<file path="config.mk">
export PLATFORM = sky130hd
export DESIGN_NAME = ises_exec
export DESIGN_NICKNAME = d
export VERILOG_FILES = /design/src/ises_pkg.sv /design/src/ises_store_if.sv /design/src/ises_exec.sv /design/src/ises_store_calc.sv
export VERILOG_INCLUDE_DIRS = /design/src
export SDC_FILE = /design/constraint.sdc
export NUM_CORES = 1
export LEC_CHECK = 0
export BUFFER_PORTS_ARGS = -buffer_cell sky130_fd_sc_hd__buf_2
export CAP_MARGIN = 20
export CORE_MARGIN = 2
export CORE_UTILIZATION = 50
export DETAILED_ROUTE_END_ITERATION = 16
export PLACE_DENSITY = 0.77
export SYNTH_ARGS = -nofsm -noshare
export SYNTH_HDL_FRONTEND = slang
export SYNTH_SLANG_ARGS = --single-unit
</file>
<file path="constraint.sdc">
create_clock -name sys_clk -period 4.02 [get_ports sys_clk]
set_input_delay 0.201 -clock sys_clk [delete_from_list [all_inputs] [get_ports sys_clk]]
set_output_delay 0.201 -clock sys_clk [all_outputs]
set_load 0.05 [all_outputs]
</file>
<file path="src/ises_defines.svh">
// Opcodes, clock counts and lane codes for the interrupt-enable and string-store logic
`ifndef ISES_DEFINES_SVH
`define ISES_DEFINES_SVH

`define ISES_OP_SET_IRQ_EN   8'hfb
`define ISES_OP_CLR_IRQ_EN   8'hfa
`define ISES_OP_STORE_BYTE   8'haa
`define ISES_OP_STORE_WORD   8'hab
`define ISES_OP_TRAP_EXIT    8'hcf

`define ISES_SET_IRQ_EN_CLKS 2
`define ISES_STORE_BYTE_CLKS 10
`define ISES_STORE_WORD_CLKS 10
`define ISES_STORE_WORD_BYTE_BUS_CLKS 14

`define ISES_LANE_LOW  2'h1
`define ISES_LANE_HIGH 2'h2
`define ISES_LANE_BOTH 2'h3
`define ISES_SEG_SHIFT 4'h0

`endif

</file>
<file path="src/ises_pkg.sv">
// Types shared by the interrupt-enable and string-store logic
package ises_pkg;
  typedef enum logic [1:0] {
    ISES_IDLE,
    ISES_EXEC,
    ISES_FOREIGN
  } ises_state_type;
endpackage

</file>
<file path="src/ises_store_if.sv">
// Carrier between the executor and the string-store address unit
`timescale 1ns/10ps
interface ises_store_if;
  logic [15:0] target_index_reg;
  logic [15:0] extra_segment_reg;
  logic string_direction_flag;
  logic word_op;
  logic [19:0] phys_addr;
  logic [15:0] next_index;
  modport calc (
    input target_index_reg,
    input extra_segment_reg,
    input string_direction_flag,
    input word_op,
    output phys_addr,
    output next_index
  );
  modport core (
    output target_index_reg,
    output extra_segment_reg,
    output string_direction_flag,
    output word_op,
    input phys_addr,
    input next_index
  );
endinterface

</file>
<file path="src/ises_exec.sv">
// Executor for the interrupt-enable set and string-store instructions
`timescale 1ns/10ps
`include "ises_defines.svh"
module ises_exec #(
  parameter int BYTE_BUS = 0,
  parameter int N_SRC = 8
) (
  // Clock and reset
  input wire logic sys_clk,
  input wire logic rst,
  // Instruction stream
  input wire logic op_valid,
  input wire logic [7:0] op_code,
  input wire logic other_done,
  output logic op_ready,
  output logic op_done,
  output logic [7:0] op_done_code,
  // Architectural state
  input wire logic [15:0] accumulator_word,
  input wire logic [15:0] extra_segment_reg,
  input wire logic [15:0] target_index_reg,
  input wire logic string_direction_flag,
  input wire logic popped_irq_enable,
  output logic [15:0] target_index_out,
  output logic target_index_we,
  output logic irq_enable_flag,
  // Memory write path
  output logic mem_wr,
  output logic [19:0] mem_addr,
  output logic [15:0] mem_data,
  output logic [1:0] mem_byte_en,
  // Maskable interrupts
  input wire logic [N_SRC-1:0] irq_req,
  input wire logic [N_SRC-1:0] irq_mask,
  input wire logic sw_int_entry,
  output logic irq_accept,
  output logic [N_SRC-1:0] irq_source
);
  localparam int STI_CLKS = `ISES_SET_IRQ_EN_CLKS;
  localparam int B_CLKS = `ISES_STORE_BYTE_CLKS;
  localparam int W_CLKS = (BYTE_BUS != 0) ? `ISES_STORE_WORD_BYTE_BUS_CLKS
                                          : `ISES_STORE_WORD_CLKS;
  generate
    if (N_SRC < 1 || N_SRC > 32 || STI_CLKS < 2 || B_CLKS < 2 || W_CLKS > 17) begin : g_chk
      $error("ises_exec: unsupported parameter values");
    end
  endgenerate
  function automatic logic [N_SRC-1:0] lowest_set(input logic [N_SRC-1:0] v);
    lowest_set = v & (~v + {{(N_SRC-1){1'b0}}, 1'b1});
  endfunction
  function automatic logic [3:0] load_count(input int clks);
    load_count = 4'(clks - 2);
  endfunction
  ises_store_if st ();
  ises_store_calc u_calc (
    .st(st)
  );
  assign st.target_index_reg = target_index_reg;
  assign st.extra_segment_reg = extra_segment_reg;
  assign st.string_direction_flag = string_direction_flag;
  assign st.word_op = op_code[0];
  ises_pkg::ises_state_type state, next_state;
  logic [3:0] cnt, next_cnt;
  logic [7:0] cur_op, next_cur_op;
  logic [15:0] pend_index, next_pend_index;
  logic shadow, next_shadow;
  logic next_op_ready, next_op_done, next_index_we, next_irq_en, next_accept, next_mem_wr;
  logic [7:0] next_done_code;
  logic [15:0] next_index_out, next_mem_data;
  logic [19:0] next_mem_addr;
  logic [1:0] next_byte_en;
  logic [N_SRC-1:0] next_source, pending;
  logic take, done_now, is_store;
  assign take = (state == ises_pkg::ISES_IDLE) && op_valid;
  assign pending = irq_req & ~irq_mask;
  // Typed and operand-less forms share one opcode each
  assign is_store = (op_code == `ISES_OP_STORE_BYTE) || (op_code == `ISES_OP_STORE_WORD);
  always_comb begin
    next_state = state;
    next_cnt = cnt;
    next_cur_op = cur_op;
    next_pend_index = pend_index;
    next_shadow = shadow;
    next_op_done = 1'b0;
    next_done_code = op_done_code;
    next_index_we = 1'b0;
    next_index_out = target_index_out;
    next_irq_en = irq_enable_flag;
    next_accept = 1'b0;
    next_source = '0;
    next_mem_wr = 1'b0;
    next_mem_addr = mem_addr;
    next_mem_data = mem_data;
    next_byte_en = mem_byte_en;
    done_now = 1'b0;
    case (state)
      ises_pkg::ISES_IDLE: begin
        if (op_valid) begin
          next_cur_op = op_code;
          if (op_code == `ISES_OP_SET_IRQ_EN) begin
            next_state = ises_pkg::ISES_EXEC;
            next_cnt = load_count(STI_CLKS);
          end else if (is_store) begin
            next_state = ises_pkg::ISES_EXEC;
            next_mem_wr = 1'b1;
            next_mem_addr = st.phys_addr;
            next_pend_index = st.next_index;
            if (op_code[0]) begin
              next_cnt = load_count(W_CLKS);
              next_mem_data = accumulator_word;
              next_byte_en = `ISES_LANE_BOTH;
            end else begin
              next_cnt = load_count(B_CLKS);
              next_mem_data = {accumulator_word[7:0], accumulator_word[7:0]};
              next_byte_en = st.phys_addr[0] ? `ISES_LANE_HIGH : `ISES_LANE_LOW;
            end
          end else begin
            next_state = ises_pkg::ISES_FOREIGN;
          end
        end else if (irq_enable_flag && !shadow && (|pending)) begin
          next_accept = 1'b1;
          next_source = lowest_set(pending);
          next_irq_en = 1'b0;
        end
      end
      ises_pkg::ISES_EXEC: begin
        if (cnt == 4'h0) begin
          done_now = 1'b1;
        end else begin
          next_cnt = cnt - 4'h1;
        end
      end
      ises_pkg::ISES_FOREIGN: begin
        done_now = other_done;
      end
      default: begin
        next_state = ises_pkg::ISES_IDLE;
      end
    endcase
    if (done_now) begin
      next_state = ises_pkg::ISES_IDLE;
      next_op_done = 1'b1;
      next_done_code = cur_op;
      // Only the enable flag is owned here; status flags pass untouched
      case (cur_op)
        `ISES_OP_SET_IRQ_EN: next_irq_en = 1'b1;
        `ISES_OP_CLR_IRQ_EN: next_irq_en = 1'b0;
        `ISES_OP_TRAP_EXIT: next_irq_en = popped_irq_enable;
        `ISES_OP_STORE_BYTE, `ISES_OP_STORE_WORD: begin
          next_index_we = 1'b1;
          next_index_out = pend_index;
        end
        default: next_irq_en = irq_enable_flag;
      endcase
      // Recognition waits one boundary after the set, and honours a following clear
      next_shadow = (cur_op == `ISES_OP_SET_IRQ_EN);
      if (cur_op != `ISES_OP_SET_IRQ_EN && next_irq_en && (|pending)) begin
        next_accept = 1'b1;
        next_source = lowest_set(pending);
        next_irq_en = 1'b0;
      end
    end
    // Software entry runs outside; here it only clears the enable flag
    if (sw_int_entry) begin
      next_irq_en = 1'b0;
    end
    next_op_ready = (next_state == ises_pkg::ISES_IDLE);
  end

  always_ff @(posedge sys_clk or posedge rst) begin
    if (rst) begin
      state <= ises_pkg::ISES_IDLE;
      cnt <= 4'h0;
      cur_op <= 8'h00;
      pend_index <= 16'h0000;
      shadow <= 1'b0;
      op_ready <= 1'b1;
      op_done <= 1'b0;
      op_done_code <= 8'h00;
      target_index_we <= 1'b0;
      target_index_out <= 16'h0000;
      irq_enable_flag <= 1'b0;
      irq_accept <= 1'b0;
      irq_source <= '0;
      mem_wr <= 1'b0;
      mem_addr <= 20'h00000;
      mem_data <= 16'h0000;
      mem_byte_en <= 2'h0;
    end else begin
      state <= next_state;
      cnt <= next_cnt;
      cur_op <= next_cur_op;
      pend_index <= next_pend_index;
      shadow <= next_shadow;
      op_ready <= next_op_ready;
      op_done <= next_op_done;
      op_done_code <= next_done_code;
      target_index_we <= next_index_we;
      target_index_out <= next_index_out;
      irq_enable_flag <= next_irq_en;
      irq_accept <= next_accept;
      irq_source <= next_source;
      mem_wr <= next_mem_wr;
      mem_addr <= next_mem_addr;
      mem_data <= next_mem_data;
      mem_byte_en <= next_byte_en;
    end
  end

  // Checking
  logic [15:0] chk_index;
  logic chk_dir, chk_word;
  always_ff @(posedge sys_clk or posedge rst) begin
    if (rst) begin
      chk_index <= 16'h0000;
      chk_dir <= 1'b0;
      chk_word <= 1'b0;
    end else if (take && is_store) begin
      chk_index <= target_index_reg;
      chk_dir <= string_direction_flag;
      chk_word <= op_code[0];
    end
  end
endmodule

</file>
<file path="src/ises_store_calc.sv">
// String-store destination address and index step
`timescale 1ns/10ps
`include "ises_defines.svh"
module ises_store_calc (
  // Operands and results
  ises_store_if.calc st
);
  // Step wraps in 16 bits; the segment register is only read
  function automatic logic [15:0] ises_step(input logic [15:0] idx, input logic dir,
                                            input logic word);
    logic [15:0] delta;
    delta = word ? 16'h0002 : 16'h0001;
    ises_step = dir ? idx - delta : idx + delta;
  endfunction

  // Always the extra segment; no override path exists
  assign st.phys_addr = {st.extra_segment_reg, `ISES_SEG_SHIFT}
                        + {4'h0, st.target_index_reg};
  assign st.next_index = ises_step(st.target_index_reg, st.string_direction_flag, st.word_op);
endmodule

</file>
==> metrics.md <==
| Metric | Value |
|---|---|
| CTS clk-pin slew, worst paths | about 0.10 ns |
| Number of routed nets with antenna violations | 0 |
| Layout cells sized above 1 | around 28% |
| Post-synth EDFFs | 0 |
| Final worst path period need | 3.06 ns |
| Pins over their slew limit | 0 |
| Initial Util | roughly 51% |
| IO buf count | 154 |
| Cell area power density | 436 nW/um^2 |
| CP Capture Point | target_index_out[4] |
| 1st-pass router iterations | 4 |
| Synth Area in XOR/XNOR | roughly 4.2% |
| Largest family of logic cells by synthesized area | simple AND/OR/NAND/NOR gates |
| Drc violations | 0 |
| Worst slew margin | a little over two fifths |
| Post-synth cell types | 56 |
| Iter 0 DRT Violations | ~220 |
| Critical Path Source Type | register |
| I/O pins | between 150 and 200 |
| Synth Area in Simple Gates | around 18% |
| Post-synth net total | a little under 700 |
| Final clock skew | 0.00662 ns |
| Syn Area/Cell | roughly 9.7 um^2 |
| Adder-cell share of the synthesized area | 7.89% |
| Post-synthesis mux area share | between 6 and 7% |
| CP Capture Type | register |
| Non-Filler Instances | 874 |
| Tightest Hold Check Type | primary input to register |
| Reg2reg end | target_index_out[4] |
| Die area | 12,000 um^2 |
| Worst slew pin tran | approximately 0.87 ns |
| Layout Nets | around 840 |
| Placer Congestion | slightly above 0.9 |
| Peak Freq | 327 MHz |
| Static Leak | between 3 and 4 nW |
| Initial antenna violation count | 1 |
| # resized after CTS | 0 |
| Sequential fraction of the synthesis area | between 40% and 50% |
| H-tree levels | 3 |
| Max cap viols | 0 |
| Wire per inst | 14.9 um |
| WS Path Type | register to register |
| Min-delay src | accumulator_word[2] |
| CP max FO | 18 |
| CTS buffer count | 9 |
| Ys flop type | dfrtp_1 |
| VDD IR max | around 0.34 mV |
| Number of global-route vias before repair | about 4,600 |
| First-pass GRT wire length | 20.9 mm |
| WP data required | 4.26 ns |
| Post-Route WL | 13.1 mm |
| Mapped Area | ~5600 um^2 |
| Origin of the worst setup path | state[1] |
| Status | finished, final reports clean |
| CTS Root Cell | clkbuf_8 |
| Routed vias | around 4,600 |
| #FFs+latches synth | ~110 |
| Dpl cells | roughly 850 |
| Synth Area in Compound Gates | a little over an eighth |
| Grt ovf | 0 |
| Setup TNS | 0 ns |
| Pin count of the biggest net entering global routing | between 70 and 80 |
| Final setup viols | 0 |
| Postcts setup bufs | 0 |
| FF-to-FF Start | state[1] |
| Final Hold Violating Endpoints | 0 |
| Detailed Place HPWL | 9.82 mm |
| Site Rows | 38 |
| CTS tree | yes |
| Vias per inst | 5.27 |
| Async S/R FF share, synth | 100% |
| Area delta synth->final | 20.5% |
| CTS sink cnt | about 110 |
| Worst reg2reg setup slack | roughly 0.96 ns |
| Final worst-path cycle share | around three quarters |
| Cells after Synth | around 580 |
| Core area | approximately 11,000 um^2 |
| Die height | roughly 110 um |
| Width of the chip | 110 um |
| Worst skew pair latency | 0.36 ns |
| Synth warn | 0 |
| Arr. time, crit path | around 3.3 ns |
| Worst-case clock buffer depth | 2 |
| Gr usage total | 22.3% |
| RSZ-0062 raised after global routing | false |
| R2R depth | 9 |
## area by class of cell
class,instances,area (um^2)
Antenna cell,1,2.50
Inverter,19,73.8
Sequential cell,107,2680
Multi-Input combinational cell,430,2760
Timing Repair Buffer,162,858
Fill cell,933,4160
Clock buffer,11,151
Clock inverter,4,26.3
Tap cell,140,175
## worst max-delay path, cell delays in order (launching register included)
cell	delay [ns]
dfrtp_1	0.42
inv_1	0.11
ha_1	0.33
nand2_1	0.11
nor3_2	0.15
o21ai_1	0.09
buf_4	0.19
inv_1	0.32
nand3_1	0.71
mux2_2	0.53
## how the worst min path moves through the flow
stage / to / depth (start not counted)
floorplan: irq_enable_flag / 1
global placement: irq_enable_flag / 2
detailed placement: irq_enable_flag / 2
CTS: mem_data[3] / 3
global route: mem_data[7] / 3
finish: mem_data[2] / 3
## power breakdown
part           leakage [nW]  internal [mW]  total, mW  switching (mW)
Sequential             1.44           1.23       1.35           0.112
Combinational          2.07          0.316      0.967           0.651
Clock                0.0912          0.255      0.618           0.362
Total                  3.60           1.81       2.93            1.13
## per-layer routing
metal	part of all wire (%)	vias up	routed length (um)	global-route usage, %
met3	7.2	11	938	4.98
li1	-	2280	-	-
met4	0.96	0	125	6.78
met1	43	2158	5590	27.9
met2	49	156	6400	38.6
met5	0	-	0	0
## cells in the final DEF, fill, tap and decap left out, types with 9 or more instances in the layout
| master | netlist | routed |
|---|---|---|
| a21oi_1 | 24 | 24 |
| dfrtp_1 | 106 | 106 |
| nor3_1 | 9 | 9 |
| ha_1 | 32 | 32 |
| xor2_1 | 14 | 14 |
| inv_1 | 19 | 18 |
| mux2_2 | 22 | 22 |
| nand2_1 | 123 | 123 |
| nor2_1 | 21 | 21 |
| o21ai_0 | 54 | 54 |
| buf_2 | 1 | 154 |
| clkbuf_8 | 0 | 11 |
| mux2i_1 | 9 | 9 |
| xnor2_1 | 13 | 13 |
| nand2b_1 | 16 | 16 |
## state kept, by name, summed over array words and instances (netlist names)
register / flops
mem_addr: 20
mem_data: 16
pend_index: 16
target_index_out: 16
cur_op: 8
irq_source: 8
op_done_code: 8
cnt: 4
mem_byte_en: 2
state: 2
irq_accept: 1
irq_enable_flag: 1
mem_wr: 1
op_done: 1
op_ready: 1
shadow: 1
target_index_we: 1
## cells in the mapped netlist, types with 5 or more instances
library cell  instances  area (um^2)
a21o_1                6         45.0
a21oi_1              24          120
and3_1                5         31.3
clkbuf_1             15         56.3
dfrtp_1             106         2650
ha_1                 32          400
inv_1                19         71.3
mux2_2               22          248
mux2i_1               9         90.1
nand2_1             123          462
nand2b_1             16          100
nand3_1               8         40.0
nor2_1               21         78.8
nor2b_1               8         50.1
nor3_1                9         45.0
o21a_1                6         45.0
o21ai_0              54          270
xnor2_1              13          114
xor2_1               14          123
## cell families (layout without fill, tap and decap cells)
family / after synthesis / count (layout)
multiplexers: 31 / 31
flip-flops: 107 / 107
AO/OA/AOI/OAI: 121 / 121
buffers and inverters: 38 / 196
AND/OR/NAND/NOR: 217 / 217
other: 0 / 1
XOR/XNOR: 27 / 27
adder cells (fa/ha/maj): 34 / 34
## per-stage QoR
step	power, mW	hold WS [ns]	setup slack (ns)	cell area, um^2	util [%]
3_5_place_dp	2.33	0.378	0.980	6490	59.6
6_report	2.93	0.0409	0.958	6730	61.8
3_3_place_gp	2.30	0.366	1.05	6490	59.6
2_1_floorplan	2.08	0.267	1.00	5580	-
4_1_cts	2.96	0.0206	0.959	6690	61.4
5_1_grt	3.11	0.0291	0.712	6720	61.7
## what timing repair did
action	4_1_cts	5_1_grt
hold buffers	2	1
endpoints found under the hold margin	2	7
endpoints found under the setup margin	0	0
(Power assumes the default switching activity.)
